`src/ftc_pkg.sv`:
```
// Shared constants, types and register map of the filter tune command port.
package ftc_pkg;

	// Tune word layout.
	localparam int WORD_W = 16;
	localparam int BYTE_W = 8;
	localparam int BAND_W = 2;
	localparam int FREQ_W = 8;
	localparam int PAD_W = 6;

	typedef enum logic [1:0] {
		FTC_LOW_BAND = 2'h0,
		FTC_MID_BAND = 2'h1,
		FTC_TOP_BAND = 2'h2,
		FTC_BAD_BAND = 2'h3
	} ftc_band_t;

	typedef struct packed {
		logic [PAD_W-1:0] pad;
		ftc_band_t band;
		logic [FREQ_W-1:0] freq_step_index;
	} ftc_word_t;

	localparam logic [PAD_W-1:0] PAD_ZERO = 6'h00;

	// Command state machine, one-hot.
	typedef enum logic [3:0] {
		ST_IDLE = 4'h1,
		ST_WAKE = 4'h2,
		ST_RECV = 4'h4,
		ST_PROC = 4'h8
	} ftc_state_t;

	// Timing.
	localparam int CLK_PERIOD_NS = 4;
	localparam int RECOV_LOW_NS = 300;
	localparam int RECOV_CYCLES = (RECOV_LOW_NS + CLK_PERIOD_NS - 1) / CLK_PERIOD_NS;
	localparam int LOW_CNT_W = 8;
	localparam logic [LOW_CNT_W-1:0] RECOV_LIMIT = LOW_CNT_W'(RECOV_CYCLES);
	localparam int SYNC_STAGES = 2;
	localparam logic [1:0] STRAP_WAIT = 2'h3;
	localparam int CNT_W = 16;
	localparam logic [4:0] SER_BITS = 5'h10;

	// Register map, byte addresses.
	localparam int ADDR_W = 8;
	localparam int DATA_W = 32;
	localparam logic [ADDR_W-1:0] OFS_STATUS = 8'h00;
	localparam logic [ADDR_W-1:0] OFS_TUNE_WORD = 8'h04;
	localparam logic [ADDR_W-1:0] OFS_INT_STAT = 8'h08;
	localparam logic [ADDR_W-1:0] OFS_INT_CLR = 8'h0c;
	localparam logic [ADDR_W-1:0] OFS_INT_EN = 8'h10;
	localparam logic [ADDR_W-1:0] OFS_READY_DLY = 8'h14;
	localparam logic [7:0] READY_DLY_RST = 8'h04;

	// Interrupt event bits.
	localparam int EV_W = 4;
	localparam int EV_DONE = 0;
	localparam int EV_INVALID = 1;
	localparam int EV_RECOV = 2;
	localparam int EV_ABORT = 3;

endpackage

```
`src/ftc_top.sv`:
```
// Tune command port: serial or parallel tune word intake, tune status handshake and registers.
//
// Functional notes
// - Band bits 9:8 pick low, mid or top band; pattern one-one is rejected.
// - After reset the tune status output is driven low, meaning idle.
// - Command start (strobe falling) raises tune status once ready for data.
// - Status returns low after a complete command has been processed.
// - Tune status is a push-pull output, driven in both states.
// - Tune word: bits 15:10 zero, band in 9:8, step index in 7:0.
// - Parallel: first strobe rise latches high byte, second latches low byte.
//
// The register offsets and the plain strobed port were left to the implementer.
`timescale 1ns/1ns
module ftc_top #(
	parameter int PROC_CYCLES = 16
) (
	input wire logic core_clk_i,
	input wire logic resetn_i,
	input wire logic interface_select_i,
	input wire logic load_strobe_n_i,
	input wire logic sck_i,
	input wire logic mosi_i,
	input wire logic [ftc_pkg::BYTE_W-1:0] par_data_i,
	output logic tune_status_o,
	output ftc_pkg::ftc_band_t band_o,
	output logic [ftc_pkg::FREQ_W-1:0] freq_step_index_o,
	output logic tune_load_o,
	output logic irq_o,
	input wire logic [ftc_pkg::ADDR_W-1:0] reg_addr_i,
	input wire logic [ftc_pkg::DATA_W-1:0] reg_wdata_i,
	input wire logic reg_we_i,
	input wire logic reg_re_i,
	output logic [ftc_pkg::DATA_W-1:0] reg_rdata_o
);

	localparam int SYNC_W = 4 + ftc_pkg::BYTE_W;
	localparam logic [ftc_pkg::CNT_W-1:0] PROC_LAST = ftc_pkg::CNT_W'(PROC_CYCLES - 1);

	// A command is accepted when the pad is zero and the band is a supported one.
	function automatic logic word_ok(input ftc_pkg::ftc_word_t w);
		word_ok = (w.pad == ftc_pkg::PAD_ZERO) && (w.band != ftc_pkg::FTC_BAD_BAND);
	endfunction

	logic [SYNC_W-1:0] sync_bus;
	logic strap_s;
	logic stb_s;
	logic sck_s;
	logic mosi_s;
	logic [ftc_pkg::BYTE_W-1:0] data_s;
	logic stb_prev_q;
	logic sck_prev_q;
	logic stb_fall;
	logic stb_rise;
	logic sck_rise;
	logic [1:0] strap_cnt_q;
	logic strap_done_q;
	logic serial_mode_q;
	ftc_pkg::ftc_state_t state_q;
	logic [ftc_pkg::CNT_W-1:0] cnt_q;
	logic byte_cnt_q;
	logic [ftc_pkg::BYTE_W-1:0] msb_q;
	ftc_pkg::ftc_word_t cmd_q;
	logic status_q;
	logic [ftc_pkg::LOW_CNT_W-1:0] low_cnt_q;
	logic long_low;
	logic [ftc_pkg::WORD_W-1:0] shift_word;
	logic [4:0] shift_count;
	logic shift_clear;
	logic shift_en;
	ftc_pkg::ftc_band_t band_q;
	logic [ftc_pkg::FREQ_W-1:0] freq_q;
	logic load_q;
	logic [ftc_pkg::EV_W-1:0] ev;
	logic [ftc_pkg::EV_W-1:0] int_stat_q;
	logic [ftc_pkg::EV_W-1:0] int_en_q;
	logic [7:0] ready_dly_q;
	logic [ftc_pkg::DATA_W-1:0] rdata_q;

	////////////////////////////////////////////////////////////////////////////////
	// Pin synchronisation and edge detection.

	// Reset levels match each pin's idle level, so no false edge follows reset.
	ftc_sync #(
		.WIDTH(SYNC_W),
		.RST_VAL({1'b1, 1'b1, 1'b0, 1'b0, {ftc_pkg::BYTE_W{1'b0}}})
	) u_sync (
		.core_clk_i(core_clk_i),
		.resetn_i(resetn_i),
		.async_i({interface_select_i, load_strobe_n_i, sck_i, mosi_i, par_data_i}),
		.sync_o(sync_bus)
	);

	// Synchronised views of the pins; the strap idles high so a floating pin reads serial.
	assign {strap_s, stb_s, sck_s, mosi_s, data_s} = sync_bus;

	// Previous levels for edge detection, taken from the second stage only.
	always_ff @(posedge core_clk_i or negedge resetn_i) begin
		if (!resetn_i) begin
			stb_prev_q <= 1'b1;
			sck_prev_q <= 1'b0;
		end else begin
			stb_prev_q <= stb_s;
			sck_prev_q <= sck_s;
		end
	end

	assign stb_fall = stb_prev_q & ~stb_s;
	assign stb_rise = ~stb_prev_q & stb_s;
	assign sck_rise = ~sck_prev_q & sck_s;

	////////////////////////////////////////////////////////////////////////////////
	// Interface strap, caught once after the synchroniser has filled.

	always_ff @(posedge core_clk_i or negedge resetn_i) begin
		if (!resetn_i) begin
			strap_cnt_q <= 2'h0;
			strap_done_q <= 1'b0;
			serial_mode_q <= 1'b1;
		end else if (!strap_done_q) begin
			if (strap_cnt_q == ftc_pkg::STRAP_WAIT) begin
				serial_mode_q <= strap_s;
				strap_done_q <= 1'b1;
			end else begin
				strap_cnt_q <= strap_cnt_q + 2'h1;
			end
		end
	end

	////////////////////////////////////////////////////////////////////////////////
	// Serial intake and strobe low-time measurement.

	assign shift_clear = serial_mode_q & stb_fall & state_q[0];
	assign shift_en = serial_mode_q & ~stb_s & sck_rise & state_q[2];

	ftc_shift #(
		.WIDTH(ftc_pkg::WORD_W)
	) u_shift (
		.core_clk_i(core_clk_i),
		.resetn_i(resetn_i),
		.clear_i(shift_clear),
		.shift_i(shift_en),
		.bit_i(mosi_s),
		.word_o(shift_word),
		.count_o(shift_count)
	);

	// Counts how long the strobe has been low; saturates so it never wraps back short.
	always_ff @(posedge core_clk_i or negedge resetn_i) begin
		if (!resetn_i) begin
			low_cnt_q <= '0;
		end else if (stb_s) begin
			low_cnt_q <= '0;
		end else if (low_cnt_q != '1) begin
			low_cnt_q <= low_cnt_q + 8'h01;
		end
	end

	assign long_low = (low_cnt_q >= ftc_pkg::RECOV_LIMIT);

	////////////////////////////////////////////////////////////////////////////////
	// Command state machine and tune status.

	// The wake delay stands in for the setup time the controller may wait instead of polling.
	always_ff @(posedge core_clk_i or negedge resetn_i) begin
		if (!resetn_i) begin
			state_q <= ftc_pkg::ST_IDLE;
			cnt_q <= '0;
			byte_cnt_q <= 1'b0;
			msb_q <= '0;
			cmd_q <= '0;
			status_q <= 1'b0;
		end else begin
			case (state_q)
				ftc_pkg::ST_IDLE: begin
					if (strap_done_q && stb_fall) begin
						state_q <= ftc_pkg::ST_WAKE;
						cnt_q <= '0;
						byte_cnt_q <= 1'b0;
					end
				end
				ftc_pkg::ST_WAKE: begin
					if (serial_mode_q && stb_rise) begin
						state_q <= ftc_pkg::ST_IDLE;
					end else if (cnt_q >= ftc_pkg::CNT_W'(ready_dly_q)) begin
						state_q <= ftc_pkg::ST_RECV;
						status_q <= 1'b1;
					end else begin
						cnt_q <= cnt_q + 16'h0001;
					end
				end
				ftc_pkg::ST_RECV: begin
					if (stb_rise) begin
						if (serial_mode_q) begin
							if (shift_count == ftc_pkg::SER_BITS) begin
								cmd_q <= ftc_pkg::ftc_word_t'(shift_word);
								state_q <= ftc_pkg::ST_PROC;
								cnt_q <= '0;
							end else begin
								// A short serial frame is dropped and the port goes idle.
								state_q <= ftc_pkg::ST_IDLE;
								status_q <= 1'b0;
							end
						end else if (byte_cnt_q && long_low) begin
							state_q <= ftc_pkg::ST_IDLE;
							status_q <= 1'b0;
						end else if (!byte_cnt_q) begin
							msb_q <= data_s;
							byte_cnt_q <= 1'b1;
						end else begin
							cmd_q <= ftc_pkg::ftc_word_t'({msb_q, data_s});
							state_q <= ftc_pkg::ST_PROC;
							cnt_q <= '0;
						end
					end
				end
				ftc_pkg::ST_PROC: begin
					if (cnt_q >= PROC_LAST) begin
						state_q <= ftc_pkg::ST_IDLE;
						status_q <= 1'b0;
					end else begin
						cnt_q <= cnt_q + 16'h0001;
					end
				end
				default: begin
					state_q <= ftc_pkg::ST_IDLE;
					status_q <= 1'b0;
				end
			endcase
		end
	end

	assign tune_status_o = status_q;

	////////////////////////////////////////////////////////////////////////////////
	// Applying the tune word.

	// The band and step outputs keep the last good word; a rejected word leaves them alone.
	always_ff @(posedge core_clk_i or negedge resetn_i) begin
		if (!resetn_i) begin
			band_q <= ftc_pkg::FTC_LOW_BAND;
			freq_q <= '0;
			load_q <= 1'b0;
		end else begin
			load_q <= 1'b0;
			if (state_q[3] && cnt_q >= PROC_LAST && word_ok(cmd_q)) begin
				band_q <= cmd_q.band;
				freq_q <= cmd_q.freq_step_index;
				load_q <= 1'b1;
			end
		end
	end

	assign band_o = band_q;
	assign freq_step_index_o = freq_q;
	assign tune_load_o = load_q;

	// One-cycle events feeding the sticky status bits.
	always_comb begin
		ev = '0;
		ev[ftc_pkg::EV_DONE] = state_q[3] && (cnt_q >= PROC_LAST) && word_ok(cmd_q);
		ev[ftc_pkg::EV_INVALID] = state_q[3] && (cnt_q >= PROC_LAST) && !word_ok(cmd_q);
		ev[ftc_pkg::EV_RECOV] = state_q[2] && stb_rise && !serial_mode_q && byte_cnt_q && long_low;
		ev[ftc_pkg::EV_ABORT] = serial_mode_q && stb_rise && (state_q[1] ||
			(state_q[2] && shift_count != ftc_pkg::SER_BITS));
	end

	////////////////////////////////////////////////////////////////////////////////
	// Register port and interrupt.

	// Software settings; the wake delay is counted in core clock cycles.
	always_ff @(posedge core_clk_i or negedge resetn_i) begin
		if (!resetn_i) begin
			int_en_q <= '0;
			ready_dly_q <= ftc_pkg::READY_DLY_RST;
		end else if (reg_we_i) begin
			if (reg_addr_i == ftc_pkg::OFS_INT_EN) begin
				int_en_q <= reg_wdata_i[ftc_pkg::EV_W-1:0];
			end
			if (reg_addr_i == ftc_pkg::OFS_READY_DLY) begin
				ready_dly_q <= reg_wdata_i[7:0];
			end
		end
	end

	// Sticky events; an event in the same cycle as its clear is kept.
	always_ff @(posedge core_clk_i or negedge resetn_i) begin
		if (!resetn_i) begin
			int_stat_q <= '0;
		end else if (reg_we_i && reg_addr_i == ftc_pkg::OFS_INT_CLR) begin
			int_stat_q <= (int_stat_q & ~reg_wdata_i[ftc_pkg::EV_W-1:0]) | ev;
		end else begin
			int_stat_q <= int_stat_q | ev;
		end
	end

	assign irq_o = |(int_stat_q & int_en_q);

	// Read data stands for exactly one cycle after the read strobe; unmapped reads give zero.
	always_ff @(posedge core_clk_i or negedge resetn_i) begin
		if (!resetn_i) begin
			rdata_q <= '0;
		end else if (reg_re_i) begin
			case (reg_addr_i)
				ftc_pkg::OFS_STATUS: rdata_q <= {26'h0000000, state_q, serial_mode_q, status_q};
				ftc_pkg::OFS_TUNE_WORD: rdata_q <= {16'h0000, cmd_q};
				ftc_pkg::OFS_INT_STAT: rdata_q <= {28'h0000000, int_stat_q};
				ftc_pkg::OFS_INT_EN: rdata_q <= {28'h0000000, int_en_q};
				ftc_pkg::OFS_READY_DLY: rdata_q <= {24'h000000, ready_dly_q};
				default: rdata_q <= '0;
			endcase
		end else begin
			rdata_q <= '0;
		end
	end

	assign reg_rdata_o = rdata_q;

endmodule

```
`src/ftc_sync.sv`:
```
// Two-stage synchroniser for a group of asynchronous pin inputs.
`timescale 1ns/1ns
module ftc_sync #(
	parameter int WIDTH = 1,
	parameter logic [WIDTH-1:0] RST_VAL = '1
) (
	input wire logic core_clk_i,
	input wire logic resetn_i,
	input wire logic [WIDTH-1:0] async_i,
	output logic [WIDTH-1:0] sync_o
);

	logic [WIDTH-1:0] meta_q;
	logic [WIDTH-1:0] sync_q;

	// The first stage feeds only the second stage.
	always_ff @(posedge core_clk_i or negedge resetn_i) begin
		if (!resetn_i) begin
			meta_q <= RST_VAL;
			sync_q <= RST_VAL;
		end else begin
			meta_q <= async_i;
			sync_q <= meta_q;
		end
	end

	assign sync_o = sync_q;

endmodule

```
`src/ftc_shift.sv`:
```
// Serial receive shift register with a saturating bit counter.
`timescale 1ns/1ns
module ftc_shift #(
	parameter int WIDTH = 16
) (
	input wire logic core_clk_i,
	input wire logic resetn_i,
	input wire logic clear_i,
	input wire logic shift_i,
	input wire logic bit_i,
	output logic [WIDTH-1:0] word_o,
	output logic [4:0] count_o
);

	logic [WIDTH-1:0] word_q;
	logic [4:0] count_q;

	// Bits enter at the bottom, so the first bit sent ends up most significant.
	always_ff @(posedge core_clk_i or negedge resetn_i) begin
		if (!resetn_i) begin
			word_q <= '0;
			count_q <= 5'h00;
		end else if (clear_i) begin
			word_q <= '0;
			count_q <= 5'h00;
		end else if (shift_i) begin
			word_q <= {word_q[WIDTH-2:0], bit_i};
			// Extra bits still shift in, so the word holds the last WIDTH bits; the count stops at the word length.
			if (count_q != 5'(WIDTH)) begin
				count_q <= count_q + 5'h01;
			end
		end
	end

	assign word_o = word_q;
	assign count_o = count_q;

endmodule

```
`config.mk`:
```
export PLATFORM = sky130hd
export DESIGN_NAME = ftc_top
export DESIGN_NICKNAME = d
export VERILOG_FILES = /design/src/ftc_pkg.sv /design/src/ftc_top.sv /design/src/ftc_sync.sv /design/src/ftc_shift.sv
export SDC_FILE = /design/constraint.sdc
export NUM_CORES = 1
export LEC_CHECK = 0
export BUFFER_PORTS_ARGS = -buffer_cell sky130_fd_sc_hd__buf_2
export CAP_MARGIN = 20
export CORE_ASPECT_RATIO = 2
export CORE_MARGIN = 2
export CORE_UTILIZATION = 30
export CTS_BUF_LIST = sky130_fd_sc_hd__clkbuf_2 sky130_fd_sc_hd__clkbuf_4 sky130_fd_sc_hd__clkbuf_8
export DETAILED_ROUTE_END_ITERATION = 6
export GPL_ROUTABILITY_DRIVEN = 0
export PLACE_DENSITY = 0.5
export SLEW_MARGIN = 10
export SYNTH_ARGS = -nofsm -noshare
export SYNTH_HDL_FRONTEND = slang
export SYNTH_HIERARCHICAL = 1
export SYNTH_SLANG_ARGS = --single-unit
```
`constraint.sdc`:
```
create_clock -name core_clk_i -period 2.6 [get_ports core_clk_i]
set_input_delay 0.52 -clock core_clk_i [delete_from_list [all_inputs] [get_ports core_clk_i]]
set_output_delay 0.52 -clock core_clk_i [all_outputs]
set_load 0.02 [all_outputs]
```
* Yosys cells after proc, flatten, opt, wreduce, memory -nomap -nowiden
Cells that the tools add are included.
** Storage, ports and cells
- Register bits :: 164
- Bits of input ports :: 56
- Output and inout port bits :: 45
- Logic and storage cells :: 173
** Cells by class
- $add $sub $neg :: 4
- $lt $le $gt $ge :: 3
- Equality and inequality tests :: 32
- Multiplexer cells :: 50
- Bitwise logic cells :: 22
- Reductions and logical operators :: 37
** Operator list (number)
- two-way mux 16 bit :: 15
- case mux 16 bit (5 select lines) :: 1
- case mux 16 bit (4 select lines) :: 1
- two-way mux 4 bit :: 10
- two-way mux 32 bit :: 1
- inequality test 2 bit (second input constant) :: 11
- AND reduction 5 bit :: 4
- inequality test 3 bit (second input constant) :: 6
- adder 16 x 1 -> 16 bit (second input constant) :: 1
- == test 8 x 4 -> 1 bit (second input constant) :: 2
- == test 8 x 5 -> 1 bit (second input constant) :: 2
- greater-or-equal comparator 16 x 4 -> 1 bit (second input constant) :: 1
- greater-or-equal comparator 16 x 8 -> 1 bit :: 1
- two-way mux 8 bit :: 2
- case mux 4 bit (4 select lines) :: 1
- two-way mux 5 bit :: 3
- logical AND 1 bit :: 14
- two-way mux 1 bit :: 14
- AND reduction 2 bit :: 5
- nonzero test 2 bit :: 5
- inverter 1 bit :: 9
- AND reduction 9 bit :: 1
- adder 8 x 1 -> 8 bit (second input constant) :: 1
- bitwise AND 1 bit :: 8
- other kinds (26) :: 29

* Logic depth before layout (Yosys ltp)
- Word-level depth :: 8
- Gate-level depth with buffers :: 10
- Mapped depth without buffers :: 8

* By module
Netlist, hierarchy kept.
** By module, submodules not included
- ftc_top :: instances 1, cells an instance 462, area an instance 5093.6 um^2, sequential area each 2582.5 um^2
- ftc_shift :: instances 1, cells an instance 79, area an instance 925.9 um^2, sequential area each 525.5 um^2
- ftc_sync :: instances 1, cells an instance 24, area an instance 605.6 um^2, sequential area each 605.6 um^2

* Worst setup path before layout
OpenSTA, ideal clock, no wires.
- Kind :: flip-flop to flip-flop
- From :: reg ready_dly_q[2]
- To :: reg cnt_q[10] (netlist name)
- Library setup time :: 0.119 ns
- Arrival time :: 2.174 ns
- Data required time :: 2.481 ns
- Setup slack :: 0.307 ns
- Stages on the path, launching flop included :: 11
- Path buffers :: 2
- Period minus slack after synthesis :: 2.293 ns
- Cell sequence :: dfstp_2 -> inv_1 -> ha_1 -> o211ai_1 -> a21oi_1 -> o41ai_1 -> a21oi_2 -> or2_1 -> buf_6 -> buf_6 -> and2_1
** On the way
- Longest elaborated chain between the ends :: 3
** Ends and longest elaborated chain
- from (decl) :: RTL line ftc_top.sv:76 : logic [7:0] ready_dly_q;
- from (signal assigned) :: RTL line ftc_top.sv:274 : ready_dly_q <= ftc_pkg::READY_DLY_RST;
- from (signal assigned) :: RTL line ftc_top.sv:280 : ready_dly_q <= reg_wdata_i[7:0];
- greater-or-equal comparator 16 x 8 -> 1 bit :: RTL line ftc_top.sv:184 : end else if (cnt_q >= ftc_pkg::CNT_W'(ready_dly_q)) begin
- inequality test 2 bit (no line)
- AND reduction 9 bit (no line)
- to (signal assigned) :: RTL line ftc_top.sv:188 : cnt_q <= cnt_q + 16'h0001;
- to (signal assigned) :: RTL line ftc_top.sv:221 : cnt_q <= cnt_q + 16'h0001;
- to (decl) :: RTL line ftc_top.sv:59 : logic [ftc_pkg::CNT_W-1:0] cnt_q;
No other way between the ends.
A chain may end at the register's enable or synchronous reset.

* Final worst setup path
- From :: reg ready_dly_q[2]
- To :: reg cnt_q[0] (netlist name)
Same word-level chain as after synthesis.

==> run metrics <==
max_cap viols 0; Buffers & Inverters on Critical Path 3; Synth Cell Area 6625 µm²; average size of a mapped cell between 10 and 15 µm²; die height roughly 210 µm; clk root buf clkbuf_8; final core utilization 0.3490; iteration count of the initial detailed-routing pass 5; Initial Util 0.3029; Worst R2R End cnt_q[0]$_DFFE_PN0P_; most frequent cell on the critical path buf_4; post-route ant nets 0; Final #Nets between 700 and 800; fmax 434.6 MHz; first-pass GRT wire length 23.04 mm; post-synthesis register bit count approximately 150; Reg2Reg Depth 10; Hold Path Class in2async; diode count 0; clock tree buffer depth 2; vias in the first global route between 4000 and 5000; clock skew ~0.012 ns; TritonCTS clock tree yes; cts bufs inserted 17; CTS resizes 0; Slowest Stage Delay on Critical Path around 0.54 ns; FP Rows a little under 80; largest net degree at the start of global routing between 50 and 60; mean number of vias per cell between 4 and 5; CTS clock-pin slew for the worst setup and hold paths 0.08 ns; grt total ovfl 0; Post-Synthesis Cells ~570; post-synthesis sequential area ratio 0.5605; WL/cell approximately 15 µm; Total Neg Setup Slack 0 ns; Post-synth EDFFs 0; full die area ~23000 µm²; Power Density ~740 nW/µm²; Critical Path End Type flip-flop; Hold Buf Count CTS 0; final setup fails 0; top_reg_cell synth dfrtp_1; slowest CP cell dfstp_2; cell family with most CP delay compound AO/OA/AOI/OAI gates; Ys Warns 6; design area roughly 7600 µm²; worst-path maximum fanout 9; flop-to-flop setup slack about 0.3 ns; 1st-iter DRT viols approximately 200; post-synthesis cell type count 66; CP arrival ~2.6 ns; post-CTS setup repair buffer count 0; HPWL Detailed between 9 and 10 mm; critical-path cell list inv_1, ha_1, o211ai_1, a21oi_1, o41ai_1, buf_4, a21oi_2, or2_1, buf_4, a21o_1; via count 4385; DP Area 7276 µm²; Tot Pwr roughly 5.7 mW; Placeable Area between 20000 and 25000 µm²; Worst Path Class, Setup reg2reg; Slew HR 0.6021; DRC Markers 0; RSZ-0062 raised after global routing false; Lkg Pwr ~3.6 nW; antenna violations before repair 0; H-tree lvl count 4; Area Growth Syn to Fin 15.22%; Worst EP required 2.93 ns; outcome completed; clock latency on the worst-skew pair 0.45 ns; Fin. Hold Viols 0; IO Pins roughly 100; final worst-path cycle share 0.8849; GR Util All Layers 0.1268; share of cells above drive strength 1 0.2687; DIE WIDTH ~110 µm; CP Launch Type flip-flop; worst r2r src ready_dly_q[2]$_DFFE_PN1P_; asr flop ratio synth 1.000; IO Port Bufs 60; TritonCTS Sinks roughly 150; final worst path period need 2.301 ns; Detailed Route WL roughly 14 mm; Peak VDD IR approximately 460 µV; Slew Viols, Final 0; worst-margin pin slew between 0.5 and 0.6 ns
-- Yosys cell counts, drive strengths merged, types with 3 or more instances --
library cell / instances / area [µm²]
nand2b: 4 / 25.02
dfrtp: 140 / 3503
dfstp: 8 / 210.2
a21oi: 32 / 163.9
o41ai: 5 / 66.32
and3: 14 / 87.58
nand3b: 3 / 22.52
clkbuf: 8 / 30.03
a22oi: 4 / 30.03
a21o: 3 / 22.52
nand4: 8 / 50.05
nor2b: 5 / 31.28
buf: 31 / 226.5
nor4: 9 / 77.57
o21ai: 21 / 120.1
mux2: 37 / 420.4
xor2: 7 / 61.31
nand2: 31 / 116.4
ha: 13 / 162.7
or4b: 3 / 37.54
o2111ai: 3 / 26.28
mux2i: 34 / 340.3
nand3: 8 / 52.55
a222oi: 6 / 60.06
inv: 17 / 63.81
and2: 10 / 62.56
o31ai: 3 / 22.52
nor2: 66 / 247.7
nor3: 5 / 30.03
-- worst register-to-register path: stages, from the launching register on --
cell and delay, ns:
dfstp_2 0.54, inv_1 0.05, ha_1 0.27, o211ai_1 0.08, a21oi_1 0.07, o41ai_1 0.32
buf_4 0.18, a21oi_2 0.05, or2_1 0.28, buf_4 0.18, a21o_1 0.18
-- worst max path at each step --
stage | start | end | slack [ns] | cells after the start
floorplan | ready_dly_q[2]$_DFFE_PN1P_ | cnt_q[10]$_DFFE_PN0P_ | 0.31 | 10
global placement | ready_dly_q[2]$_DFFE_PN1P_ | cnt_q[0]$_DFFE_PN0P_ | 0.29 | 10
detailed placement | ready_dly_q[2]$_DFFE_PN1P_ | cnt_q[4]$_DFFE_PN0P_ | 0.34 | 10
CTS | ready_dly_q[2]$_DFFE_PN1P_ | cnt_q[4]$_DFFE_PN0P_ | 0.30 | 10
global route | low_cnt_q[0]$_DFFE_PN0P_ | tune_status_o$_DFFE_PN0P_ | 0.07 | 7
finish | ready_dly_q[2]$_DFFE_PN1P_ | cnt_q[0]$_DFFE_PN0P_ | 0.30 | 10
-- sequential cells by signal, summed over array words and instances (netlist names) --
register,count
band_o,2
byte_cnt_q,1
cmd_q,16
cnt_q,16
freq_step_index_o,8
int_en_q,4
int_stat_q,4
low_cnt_q,8
msb_q,8
ready_dly_q,8
reg_rdata_o,16
sck_prev_q,1
serial_mode_q,1
state_q,4
stb_prev_q,1
strap_cnt_q,2
strap_done_q,1
tune_load_o,1
tune_status_o,1
u_shift/count_o,5
u_shift/word_o,16
u_sync/meta_q,12
u_sync/sync_o,12
-- layer usage --
metal | share of wire | wire length, µm | up-vias | GRT usage
met5 | 0 | 0 | - | 0
met4 | 0.018 | 250 | 0 | 0.04573
met3 | 0.041 | 577 | 15 | 0.03040
met2 | 0.46 | 6458 | 95 | 0.1903
met1 | 0.48 | 6664 | 2135 | 0.1771
li1 | - | - | 2140 | -
-- power breakdown --
| group | total, mW | internal, mW | switching [mW] | leakage (nW) |
|---|---|---|---|---|
| logic | 1.22 | 0.534 | 0.681 | 1.49 |
| clock network | 1.61 | 0.684 | 0.927 | 0.185 |
| registers | 2.82 | 2.56 | 0.268 | 1.94 |
| total | 5.65 | 3.77 | 1.88 | 3.61 |
-- metrics by stage --
stage	setup WS [ns]	std cells	hold WS, ns
floorplan	0.3068	580	0.2244
global placement	0.2850	899	0.3326
global route	0.06974	931	0.04463
detailed placement	0.3424	899	0.3347
finish	0.2993	931	0.04048
CTS	0.3022	931	0.03639
-- layout by cell type (no fill, tap or decap), types with 3 or more instances in the layout --
master and instances:
o31ai_1 3, a21oi_1 31, clkbuf_8 17, nor3_1 4, and2_1 10, nand4_1 8
nor2_1 66, nor2b_1 5, nand2b_1 4, o21ai_1 7, buf_4 20, a222oi_1 6
clkinv_4 5, ha_1 13, and3_1 14, buf_2 59, a22oi_1 4, xor2_1 7
mux2i_1 34, nand2_1 31, mux2_2 36, inv_6 4, a21o_1 3, o2111ai_1 3
dfrtp_1 140, inv_1 17, conb_1 16, nand3b_1 3, nand3_1 7, nor4_1 7
clkinv_2 3, o21ai_0 12, dfstp_2 8, o41ai_2 3
-- area by class of cell --
class | count | area [µm²]
sequential | 148 | 3714
clock buffer | 17 | 234.0
timing repair buffer | 82 | 496.7
inverter | 17 | 63.81
multi-input combinational | 376 | 2656
clock inverter | 15 | 123.9
fill | 2205 | 14240
tap | 276 | 345.3
-- cell families (layout without fill, tap and decap cells) --
| logic type | Yosys count | in the layout | share of synthesized area |
|---|---|---|---|
| and+or+nand+nor | 175 | 175 | 0.1388 |
| DFF | 148 | 148 | 0.5605 |
| AOI/OAI and AO/OA | 93 | 93 | 0.1018 |
| muxes | 71 | 71 | 0.1148 |
| buffers and inverters | 56 | 131 | 0.04835 |
| adders and majority gates | 13 | 13 | 0.02455 |
| xor gates and xnor gates | 8 | 8 | 0.01058 |
| other | 1 | 16 | 0.0005660 |
(Power assumes the default switching activity.)
